$ cat config.mk
export PLATFORM = sky130hd
export DESIGN_NAME = pcrc_top
export DESIGN_NICKNAME = d
export VERILOG_FILES = /design/src/inc/pcrc_pkg.sv /design/src/rtl/pcrc_top.sv /design/src/rtl/pcrc_fifo_mem.sv
export SDC_FILE = /design/constraint.sdc
export NUM_CORES = 1
export LEC_CHECK = 0
export ABC_AREA = 0
export ABC_CLOCK_PERIOD_IN_PS = 6010
export BUFFER_PORTS_ARGS = -buffer_cell sky130_fd_sc_hd__buf_2
export CAP_MARGIN = 10
export CORE_MARGIN = 8
export CORE_UTILIZATION = 55
export CTS_BUF_LIST = sky130_fd_sc_hd__clkbuf_8
export DETAILED_ROUTE_END_ITERATION = 10
export PLACE_DENSITY = 0.79
export SYNTH_ARGS = -nofsm -noshare
export SYNTH_HDL_FRONTEND = slang
export SYNTH_HIERARCHICAL = 1
export SYNTH_SLANG_ARGS = --single-unit
$ cat constraint.sdc
create_clock -name clk -period 6.01 [get_ports clk]
set_input_delay 0.9015 -clock clk [delete_from_list [all_inputs] [get_ports clk]]
set_output_delay 0.9015 -clock clk [all_outputs]
set_load 0.03 [all_outputs]
$ cat src/inc/pcrc_pkg.sv
package pcrc_pkg;
    localparam int PCRC_LEN_W = 4;
    localparam int PCRC_DATA_W = 16;
    localparam int PCRC_CNT_W = 5;
    localparam int PCRC_DEPTH_MAX = 16;
    localparam logic [4:0] PCRC_DEPTH_LONG = 5'h08;
    localparam logic [4:0] PCRC_DEPTH_SHORT = 5'h10;
    localparam logic [3:0] PCRC_LEN_SPLIT = 4'h7;
    localparam logic [4:0] PCRC_CNT_RST = 5'h00;
    localparam logic [15:0] PCRC_CRC_RST = 16'h0000;
    localparam logic [3:0] PCRC_LEN_RST = 4'h0;
    localparam logic [15:0] PCRC_TAPS_RST = 16'h0000;
    localparam int PCRC_BITS_PER_CLK = 2;
endpackage : pcrc_pkg

$ cat src/rtl/pcrc_top.sv
`timescale 1ns/1ns
module pcrc_top
    import pcrc_pkg::*;
(
    input wire logic clk,
    input wire logic reset,
    input wire logic shift_run,
    input wire logic [3:0] poly_len_minus1,
    input wire logic [15:0] poly_taps_reg,
    input wire logic idle_stop_bit,
    input wire logic idle_mode,
    input wire logic sleep_mode,
    input wire logic wr_valid,
    output logic wr_ready,
    input wire logic [15:0] wr_data,
    input wire logic [1:0] wr_byte_en,
    output logic [15:0] crc_result,
    output logic [4:0] fifo_word_count,
    output logic fifo_full_flag,
    output logic fifo_empty_flag,
    output logic crc_done,
    output logic crc_irq
);
    typedef enum logic [1:0] {PCRC_IDLE, PCRC_FETCH, PCRC_SHIFT} pcrc_state_t;

    logic [15:0] crc_q, crc_d, sh_q, sh_d, mem_rd;
    logic [4:0] cnt_q, cnt_d, depth;
    logic [3:0] wp_q, wp_d, rp_q, rp_d, bits_q, bits_d;
    logic [3:0] tail_q, tail_d;
    logic [3:0] fa_q, fa_d, rd_addr;
    logic done_q, done_d, irq_q, irq_d, active, top_lane, push, pop;
    logic [15:0] word_mask, load_word;
    pcrc_state_t st_q, st_d;

    // Halt for sleep or idle-with-stop
    assign active = !sleep_mode && !(idle_mode && idle_stop_bit);
    assign depth = (poly_len_minus1 > PCRC_LEN_SPLIT) ? PCRC_DEPTH_LONG
                                                      : PCRC_DEPTH_SHORT;
    assign top_lane = (poly_len_minus1 > PCRC_LEN_SPLIT) ? wr_byte_en[1]
                                                         : wr_byte_en[0];
    assign word_mask = 16'hFFFF >> (4'hF - poly_len_minus1);
    assign load_word = wr_data & word_mask;
    assign wr_ready = active;
    assign push = wr_valid && active && top_lane;
    // A write into a full FIFO wraps it, so nothing is taken then
    assign pop = active && shift_run && cnt_q != PCRC_CNT_RST
                 && st_q == PCRC_IDLE
                 && !(push && cnt_q == depth);
    // Fetch address held so a halt in fetch keeps the read word
    assign rd_addr = pop ? rp_q : fa_q;

    pcrc_fifo_mem u_mem (
        .clk(clk),
        .wr_en(push),
        .wr_addr(wp_q),
        .wr_data(load_word),
        .rd_addr(rd_addr),
        .rd_data(mem_rd)
    );

    // One-bit LFSR step, applied twice per clock in SHIFT but once on the last clock of an odd width, feedback at stage len
    function automatic logic [15:0] step(input logic [15:0] c,
                                         input logic b,
                                         input logic [3:0] len,
                                         input logic [15:0] taps);
        logic fb;
        logic [15:0] n;
        fb = c[len] ^ b;
        n = {c[14:0], 1'b0};
        n[0] = fb;
        n = n ^ ({taps[15:1], 1'b0} & {16{fb}});
        step = n & (16'hFFFF >> (4'hF - len));
    endfunction : step

    always_comb begin
        cnt_d = cnt_q;
        wp_d = wp_q;
        rp_d = rp_q;
        st_d = st_q;
        sh_d = sh_q;
        crc_d = crc_q;
        bits_d = bits_q;
        tail_d = tail_q;
        fa_d = fa_q;
        done_d = 1'b0;
        irq_d = 1'b0;
        if (active) begin
            if (push) begin
                wp_d = (wp_q + 4'h1) & (depth[3:0] - 4'h1);
                if (cnt_q == depth) begin
                    cnt_d = PCRC_CNT_RST;
                    rp_d = wp_d;
                end else begin
                    cnt_d = cnt_q + 5'h01;
                end
            end
            case (st_q)
                PCRC_IDLE: begin
                    if (pop) begin
                        rp_d = (rp_q + 4'h1) & (depth[3:0] - 4'h1);
                        fa_d = rp_q;
                        cnt_d = push ? cnt_q : cnt_q - 5'h01;
                        irq_d = cnt_q == 5'h01 && !push;
                        st_d = PCRC_FETCH;
                    end
                end
                PCRC_FETCH: begin
                    sh_d = mem_rd;
                    bits_d = poly_len_minus1;
                    st_d = PCRC_SHIFT;
                end
                PCRC_SHIFT: begin
                    // Odd widths end on a single bit, not a padded pair
                    crc_d = step(crc_q, sh_q[bits_q], poly_len_minus1,
                        poly_taps_reg);
                    if (bits_q != 4'h0) begin
                        crc_d = step(crc_d, sh_q[bits_q - 4'h1],
                            poly_len_minus1, poly_taps_reg);
                    end
                    if (bits_q <= 4'h1) begin
                        st_d = PCRC_IDLE;
                        tail_d = (cnt_q == PCRC_CNT_RST) ? 4'h1 : 4'h0;
                    end else begin
                        bits_d = bits_q - 4'h2;
                    end
                end
                default: st_d = PCRC_IDLE;
            endcase
            if (tail_q != 4'h0 && st_q == PCRC_IDLE && !pop) begin
                done_d = 1'b1;
                tail_d = 4'h0;
            end
        end
    end

    always_ff @(posedge clk) begin
        if (reset) begin
            cnt_q <= PCRC_CNT_RST;
            wp_q <= 4'h0;
            rp_q <= 4'h0;
            st_q <= PCRC_IDLE;
            sh_q <= PCRC_CRC_RST;
            crc_q <= PCRC_CRC_RST;
            bits_q <= 4'h0;
            tail_q <= 4'h0;
            fa_q <= 4'h0;
            done_q <= 1'b0;
            irq_q <= 1'b0;
        end else begin
            cnt_q <= cnt_d;
            wp_q <= wp_d;
            rp_q <= rp_d;
            st_q <= st_d;
            sh_q <= sh_d;
            crc_q <= crc_d;
            bits_q <= bits_d;
            tail_q <= tail_d;
            fa_q <= fa_d;
            done_q <= done_d;
            irq_q <= irq_d;
        end
    end

    assign crc_result = crc_q;
    assign fifo_word_count = cnt_q;
    assign fifo_full_flag = cnt_q == depth;
    assign fifo_empty_flag = cnt_q == PCRC_CNT_RST;
    assign crc_done = done_q;
    assign crc_irq = irq_q;
endmodule : pcrc_top

$ cat src/rtl/pcrc_fifo_mem.sv
`timescale 1ns/1ns
module pcrc_fifo_mem
    import pcrc_pkg::*;
(
    input wire logic clk,
    input wire logic wr_en,
    input wire logic [3:0] wr_addr,
    input wire logic [15:0] wr_data,
    input wire logic [3:0] rd_addr,
    output logic [15:0] rd_data
);
    logic [15:0] mem [PCRC_DEPTH_MAX];

    always_ff @(posedge clk) begin
        if (wr_en) begin
            mem[wr_addr] <= wr_data;
        end
        rd_data <= mem[rd_addr];
    end
endmodule : pcrc_fifo_mem

# == Word-level counts from Yosys, hierarchy flattened ==
# Memories as Yosys holds them, arrays and structs flattened. A register that Yosys moved wholly into a read port is not among the register bits.
# Cells that the tools add are included.
# W data, S select, Z words.
# totals
ff_bits,61
ramBits,256
in_bits,45
output_inout_bits,26
word_cells,116
n_memories,1
# op_classes
addsub,8
magnitude_cmp,5
eq_ne,8
shift,1
mux,33
bitwise,14
n_reduce_logical,35
# mem_list
name,depth,word_bits,rd,rd_clocked_by_memory_dff,wr,line_no,rtl
u_mem.mem,16,16,1,1,1,pcrc_fifo_mem.sv:12,logic [15:0] mem [PCRC_DEPTH_MAX];
# ops
operator,n
$and A16 B16 Y16,5
$mux W4,9
$xor A16 B16 Y16,2
$mux W5,6
$bmux W1 S4,4
$mux W16,1
$shr A16 B4 Y16 const A,1
$lt A4 B5 Y1 const B,3
$logic_and A1 B1 Y1,12
$reduce_and A2 Y1,5
$mux W1,9
$reduce_and A3 Y1,3
$add A4 B1 Y4 const B,2
$and A4 B4 Y4,2
$pmux W4 S2,1
$reduce_bool A4 Y1,2
$sub A4 B1 Y4 const B,2
$ne A2 B2 Y1 const B,3
$pmux W2 S3,1
$reduce_bool A2 Y1,3
$add A5 B1 Y5 const B,1
$eq A5 B1 Y1 const B,1
$eq A5 B5 Y1,1
$logic_not A1 Y1,5
other kinds (16),20

# == Logic depth before layout (Yosys ltp) ==
# logic_depth
depth_word,13
mapped_depth,16
ltp_nobuf,12

# == Cells and area by module ==
# Netlist, hierarchy kept.
# by_module_without_submodules
module,instances,cells_each,area_each_um2,seq_area_each_um2
pcrc_fifo_mem,1,432,10043.4,8007.7
pcrc_top,1,565,4396.7,1161.1

# == Worst setup path before layout ==
# No wires, ideal clock.
# synth_path
path_kind,input to register
start,input poly_len_minus1[3]
end,register u_mem.rd_data[10] (read register of u_mem.mem)
setup_time_ns,0.120
arrival_time_ns,4.100
required_ns,5.890
setup_slack_ns,1.790
cell_stages,14
path_buffers,4
cell_sequence,buf_4 > buf_4 > nand2_1 > nor2_1 > a21oi_1 > nor3b_1 > nand2_1 > nand2_1 > mux2_2 > buf_6 > buf_6 > mux4_1 > a22oi_1 > nand2_1
# synth_between
elab_chain_cells,7
elab_cells_between_ends,9
classes_between,order compare (1); eq/ne (1); mux (3); reduce/logical (4)
# synth_rtl
item,line_no,rtl
start: declaration,pcrc_top.sv:8,"input wire logic [3:0] poly_len_minus1,"
$gt A4 B3 Y1,pcrc_top.sv:37,assign depth = (poly_len_minus1 > PCRC_LEN_SPLIT) ? PCRC_DEPTH_LONG
$mux W5,pcrc_top.sv:37,
$eq A5 B5 Y1,n/a,
via fifo_full_flag,pcrc_top.sv:19,"output logic fifo_full_flag,"
$logic_and A1 B1 Y1,pcrc_top.sv:48,&& !(push && cnt_q == depth);
$logic_not A1 Y1,pcrc_top.sv:48,
$logic_and A1 B1 Y1,pcrc_top.sv:48,
$mux W4,n/a,
via rd_addr[0],pcrc_top.sv:30,"logic [3:0] fa_q, fa_d, rd_addr;"
end: declaration,pcrc_fifo_mem.sv:10,output logic [15:0] rd_data
# The timed path passes the listed nets, and every way through them passes these cells.
# A chain may end at the register's enable or synchronous reset.

# == Final worst setup path ==
# layout_path
start,register bits_q[0]
end,"register crc_q[4], in the netlist crc_result[4]"
# layout_between
elab_chain_cells,13
elab_cells_between_ends,17
classes_between,add/sub (1); mux (7); bitwise (8); reduce/logical (1)
# layout_rtl
item,line_no,rtl
start: declaration,pcrc_top.sv:28,"logic [3:0] wp_q, wp_d, rp_q, rp_d, bits_q, bits_d;"
start signal: assignment,pcrc_top.sv:156,bits_q <= bits_d;
$bmux W1 S4,pcrc_top.sv:114,"crc_d = step(crc_q, sh_q[bits_q], poly_len_minus1,"
$mux W1 (implied by the code),pcrc_top.sv:114,
$xor A1 B1 Y1,pcrc_top.sv:68,fb = c[len] ^ b;
$and A16 B16 Y16,pcrc_top.sv:71,"n = n ^ ({taps[15:1], 1'b0} & {16{fb}});"
$xor A16 B16 Y16,pcrc_top.sv:71,
$and A16 B16 Y16,pcrc_top.sv:72,step = n & (16'hFFFF >> (4'hF - len));
$bmux W1 S4,pcrc_top.sv:68,
$mux W1 (implied by the code),pcrc_top.sv:68,
$xor A1 B1 Y1,pcrc_top.sv:68,
$and A16 B16 Y16,pcrc_top.sv:71,
$xor A16 B16 Y16,pcrc_top.sv:71,
$and A16 B16 Y16,pcrc_top.sv:72,
$mux W16 *,pcrc_top.sv:116,if (bits_q != 4'h0) begin
end signal: assignment,pcrc_top.sv:155,crc_q <= crc_d;
end: declaration,pcrc_top.sv:26,"logic [15:0] crc_q, crc_d, sh_q, sh_d, mem_rd;"
# Every way passes the cells marked *; elsewhere a longest branch is shown, timed or not. The select of a mux whose other input is x is not followed.

==> summary by stage <==
Outcome
The run finished with clean final reports.

Routing
The number of DRC violations after detailed-routing iteration 0 is between 900 and 1000. The detail route stage leaves a number of antenna-violating nets equal to 0. After detailed routing, the number of vias per cell comes to 6.16. The pre-antenna-repair detailed-routing pass consisted of 6 iterations. The routed layout has 9095 vias.

Wires add up to roughly 34 mm. The routed length per placed instance is approximately 23 um. In the routed design, unresolved DRC markers number 0.

Timing
Based on the critical path, the design can be clocked at up to between 200 and 250 MHz. The number of pins exceeding their max-slew limit in the final report is 0. For the final routed database, the setup TNS stands at 0 ns. The final setup skew is approximately 0.04 ns. Setup repair after global routing left no endpoint under its margin. The remaining max-slew budget at the tightest pin is ~17%. The worst path uses 75.6% of the clock period.

The final period demand of the worst path is 4.54 ns. The final-layout worst hold slack is approximately 0.43 ns. For the pin with the worst max-slew slack, the measured transition is roughly 1.2 ns. The number of failing hold endpoints at the final stage is 0. The setup violation total in the final timing report is 0.

Critical path
The data arrival time at the worst-slack endpoint is between 5 and 6 ns. The critical path capture point type is a flip-flop. The critical path's most frequent cell is sky130_fd_sc_hd__xnor2_1. The type of element launching the critical path is a flip-flop. The critical path's largest stage delay is between 0.7 and 0.8 ns. The slowest stage of the critical path is the sky130_fd_sc_hd__xnor2_1 cell. The category of the critical setup timing path is flip-flop to flip-flop. The worst register-to-register path begins at bits_q[0]. The largest fanout of any net on the critical path is 11.

Walking the worst path, the cells encountered are mux4_2, mux2i_1, mux2i_4, xnor2_1, nor4b_1, a311oi_1, nand4_1, and3_4, nor4_4, buf_4, nand2b_1, xnor2_1, o32ai_1. The required time of the worst setup path is about 6.5 ns. Tracing the worst setup path back leads to its startpoint at bits_q[0].

Die
The number of placement rows is about 60. The die footprint is about 32000 um^2. The die is approximately 180 um wide. The number of I/O pins is 71. The die height is roughly 180 um. The starting density of the core is a little under three fifths. The core area is roughly 26000 um^2.

Power and ir drop
IR analysis of the VDD net gives a maximum drop of between 0.2 and 0.3 mV. Summed over all cells, the static leakage comes to 5.58 nW. Dividing total power by cell area gives a power density of 275 nW/um^2.

Clocking
TritonCTS built the clock tree. The maximum buffer depth of the clock tree is 3. The number of buffers inserted by post-CTS setup repair is 0. Clock latency on the worst-skew pair, taken at its later pin, is 0.60 ns. After clock tree synthesis, the clock-pin slew on the worst setup and hold paths is 0.07 ns. The total number of H-tree levels is 2. After clock tree synthesis, the repair step resized 0 gates. Counting every sink on the clock net gives 330. In this run, post-CTS hold repair placed 0 buffers.

The root cell of the clock tree is sky130_fd_sc_hd__clkbuf_8. The TritonCTS buffer count is 52.

Layout
The area growth from synthesis to final layout is 12.4%. The sequential cells in the finished layout cover a total of 9170 um^2. The area of all placed cells without fillers is ~16000 um^2. For this run, the post-layout net count is ~1200.

Cells fill approximately 63% of the core in the end. The total inserted antenna cells is 0. The number of standard cells in the final layout excluding fillers is 1476. The multi-input combinational cells in the finished layout cover a total of 4940 um^2. Counting the fill cells in the layout gives 1854. Of the cells placed in the final design, the portion with a size suffix greater than 1 is 23.4%.

Hold path
The critical hold path startpoint is u_mem/rd_data[1]. The type of the most critical hold path is flip-flop to flip-flop.

Global routing
The total overflow left after global routing is 0. The via count of the first global-routing pass came to 8930. The first global-routing pass estimated just over 50 mm of wire. The total routing resource utilization after global routing is about a fifth. The number of antenna violations at the first check in global routing is 0. The largest net degree at the start of global routing is between 60 and 70.

Synthesis
When the netlist entered floorplanning its net count stood at between 1000 and 1500. The count of mapped cells out of synthesis is ~1000. Summing the sequential cell areas from Yosys gives 63.5% of the chip area. In the synthesized netlist the dominant register cell turns out to be sky130_fd_sc_hd__edfxtp_1.

Synthesis instantiated 73 different standard cells from the library. Yosys attributes the largest share of cell area to sky130_fd_sc_hd__edfxtp_1 (53%), sky130_fd_sc_hd__mux4_2 (10%), sky130_fd_sc_hd__dfxtp_1 (10%). After synthesis, the largest area contributor takes up 53.2% of total cell area.

The number of warnings issued by yosys is 6. Yosys mapped a number of flops with a built-in enable equal to between 200 and 300. The fraction of synthesis flops using an asynchronous set or reset pin is 0%. Summing every instance area after synthesis gives between 10000 and 15000 um^2. In this run, synthesis produced a sequential element count of 330. The largest total area in the synthesized netlist belongs to sky130_fd_sc_hd__edfxtp_1.

The average cell area after synthesis is ~14 um^2.

Place
After detailed placement, the total cell area comes to 15200 um^2. After detailed placement, the design holds a cell count of about 1400. Buffers placed on the I/O ports in this run total 69. The last weighted congestion value of the routability-driven placer is a little over 0.9. The post-detailed-placement half-perimeter wirelength is approximately 21 mm.

Flow run
The max-capacitance violation count is 0.
final cells by class:
class	instances	share of cell area (%)
Sequential cell	330	56.5
Multi-Input combinational cell	588	30.4
Clock buffer	52	4.41
Timing Repair Buffer	102	3.73
Tap cell	335	2.58
Clock inverter	46	1.83
Inverter	23	0.532
per-layer routing:
layer | share of wire [%] | global-route usage, % | vias to the layer above
met5 | 0 | 0 | -
met4 | 2.3 | 7.36 | 0
met3 | 9.4 | 5.40 | 68
met2 | 48 | 33.9 | 428
met1 | 40 | 28.1 | 4532
li1 | - | - | 4067
critical path, delay by kind of cell, from the launching register on:
| family | cells | cell delay [ns] |
|---|---|---|
| simple gates | 5 | 1.13 |
| mux | 3 | 0.98 |
| xor+xnor | 2 | 0.80 |
| flops | 1 | 0.72 |
| compound gates | 2 | 0.59 |
| buf+inv | 1 | 0.24 |
stage by stage:
step / power, mW / setup WS [ns]
final: 4.47 / 1.47
after global routing: 4.62 / 1.20
after CTS: 4.51 / 1.52
after detailed placement: 2.68 / 1.08
after global placement: 2.68 / 1.17
after floorplan: 2.62 / 1.79
state kept, by name, summed over array words and instances (netlist names):
| name | cells |
|---|---|
| bits_q | 4 |
| crc_done | 1 |
| crc_irq | 1 |
| crc_result | 16 |
| fa_q | 4 |
| fifo_word_count | 5 |
| rp_q | 4 |
| sh_q | 16 |
| st_q | 2 |
| tail_q | 1 |
| u_mem/mem | 256 |
| u_mem/rd_data | 16 |
| wp_q | 4 |
cell families after synthesis:
family / Yosys count / synth area share, %
AOI/OAI and AO/OA: 173 / 7.90
xor gates and xnor gates: 28 / 1.75
adders and majority gates: 16 / 1.39
buffers and inverters: 79 / 2.67
DFF: 330 / 63.5
muxes: 93 / 13.5
and+or+nand+nor: 278 / 9.28
cell usage in the layout, fill, tap and decap left out, types with 4 or more instances in the layout:
master and count:
sky130_fd_sc_hd__a211oi_1 4, sky130_fd_sc_hd__a21boi_0 4, sky130_fd_sc_hd__a21oi_1 50, sky130_fd_sc_hd__a22oi_1 34, sky130_fd_sc_hd__a31oi_1 5, sky130_fd_sc_hd__and2_1 7
sky130_fd_sc_hd__and3_1 5, sky130_fd_sc_hd__buf_2 69, sky130_fd_sc_hd__buf_4 32, sky130_fd_sc_hd__clkbuf_8 52, sky130_fd_sc_hd__clkinv_1 13, sky130_fd_sc_hd__clkinv_2 6
sky130_fd_sc_hd__dfxtp_1 74, sky130_fd_sc_hd__edfxtp_1 256, sky130_fd_sc_hd__ha_1 16, sky130_fd_sc_hd__inv_1 43, sky130_fd_sc_hd__mux2_2 5, sky130_fd_sc_hd__mux2i_1 9
sky130_fd_sc_hd__mux4_1 10, sky130_fd_sc_hd__mux4_2 67, sky130_fd_sc_hd__nand2_1 98, sky130_fd_sc_hd__nand2b_1 10, sky130_fd_sc_hd__nand3_1 13, sky130_fd_sc_hd__nand3b_1 9
sky130_fd_sc_hd__nand4_1 4, sky130_fd_sc_hd__nor2_1 55, sky130_fd_sc_hd__nor2_2 12, sky130_fd_sc_hd__nor2b_1 16, sky130_fd_sc_hd__nor3_1 17, sky130_fd_sc_hd__nor3_2 4
sky130_fd_sc_hd__nor4_1 4, sky130_fd_sc_hd__o211ai_1 4, sky130_fd_sc_hd__o21ai_0 27, sky130_fd_sc_hd__o21bai_1 4, sky130_fd_sc_hd__o22ai_1 4, sky130_fd_sc_hd__o32ai_1 5
sky130_fd_sc_hd__o41ai_1 6, sky130_fd_sc_hd__or3_1 7, sky130_fd_sc_hd__xnor2_1 15, sky130_fd_sc_hd__xor2_1 12
power breakdown:
part	internal (mW)	leakage (nW)	switching, mW
registers	2.47	2.95	0.00887
clock network	0.953	0.592	0.877
logic	0.0528	2.04	0.113
total	3.47	5.58	0.999
synth_stat cells (4+ instances only):
| cell type | n |
|---|---|
| sky130_fd_sc_hd__buf_4 | 10 |
| sky130_fd_sc_hd__o21bai_1 | 4 |
| sky130_fd_sc_hd__mux2_2 | 6 |
| sky130_fd_sc_hd__xnor2_1 | 15 |
| sky130_fd_sc_hd__nor4_1 | 4 |
| sky130_fd_sc_hd__o32ai_1 | 5 |
| sky130_fd_sc_hd__xor2_1 | 12 |
| sky130_fd_sc_hd__a31oi_1 | 5 |
| sky130_fd_sc_hd__nor2_1 | 67 |
| sky130_fd_sc_hd__nand3b_1 | 9 |
| sky130_fd_sc_hd__and3_1 | 5 |
| sky130_fd_sc_hd__a211oi_1 | 4 |
| sky130_fd_sc_hd__nand4_1 | 4 |
| sky130_fd_sc_hd__a21oi_1 | 50 |
| sky130_fd_sc_hd__nor3_1 | 21 |
| sky130_fd_sc_hd__o211ai_1 | 4 |
| sky130_fd_sc_hd__and2_1 | 7 |
| sky130_fd_sc_hd__mux4_1 | 10 |
| sky130_fd_sc_hd__mux2i_1 | 9 |
| sky130_fd_sc_hd__dfxtp_1 | 74 |
| sky130_fd_sc_hd__inv_1 | 22 |
| sky130_fd_sc_hd__mux4_2 | 67 |
| sky130_fd_sc_hd__a21boi_0 | 4 |
| sky130_fd_sc_hd__a22oi_1 | 34 |
| sky130_fd_sc_hd__nand2_1 | 98 |
| sky130_fd_sc_hd__nand3_1 | 13 |
| sky130_fd_sc_hd__clkbuf_1 | 30 |
| sky130_fd_sc_hd__nand2b_1 | 10 |
| sky130_fd_sc_hd__or3_1 | 7 |
| sky130_fd_sc_hd__nor2b_1 | 16 |
| sky130_fd_sc_hd__o41ai_1 | 6 |
| sky130_fd_sc_hd__buf_6 | 5 |
| sky130_fd_sc_hd__o21ai_0 | 27 |
| sky130_fd_sc_hd__ha_1 | 16 |
| sky130_fd_sc_hd__o22ai_1 | 4 |
| sky130_fd_sc_hd__edfxtp_1 | 256 |
| sky130_fd_sc_hd__buf_2 | 7 |
final timing paths:
| kind | to | slack, ns | cells past startpoint |
|---|---|---|---|
| max | crc_result[4] | 1.47 | 13 |
| max reg2reg | crc_result[4] | 1.47 | 13 |
| min | sh_q[1] | 0.43 | 2 |
| min reg2reg | sh_q[1] | 0.43 | 2 |
Note: power is estimated with default switching activity, not from simulation.
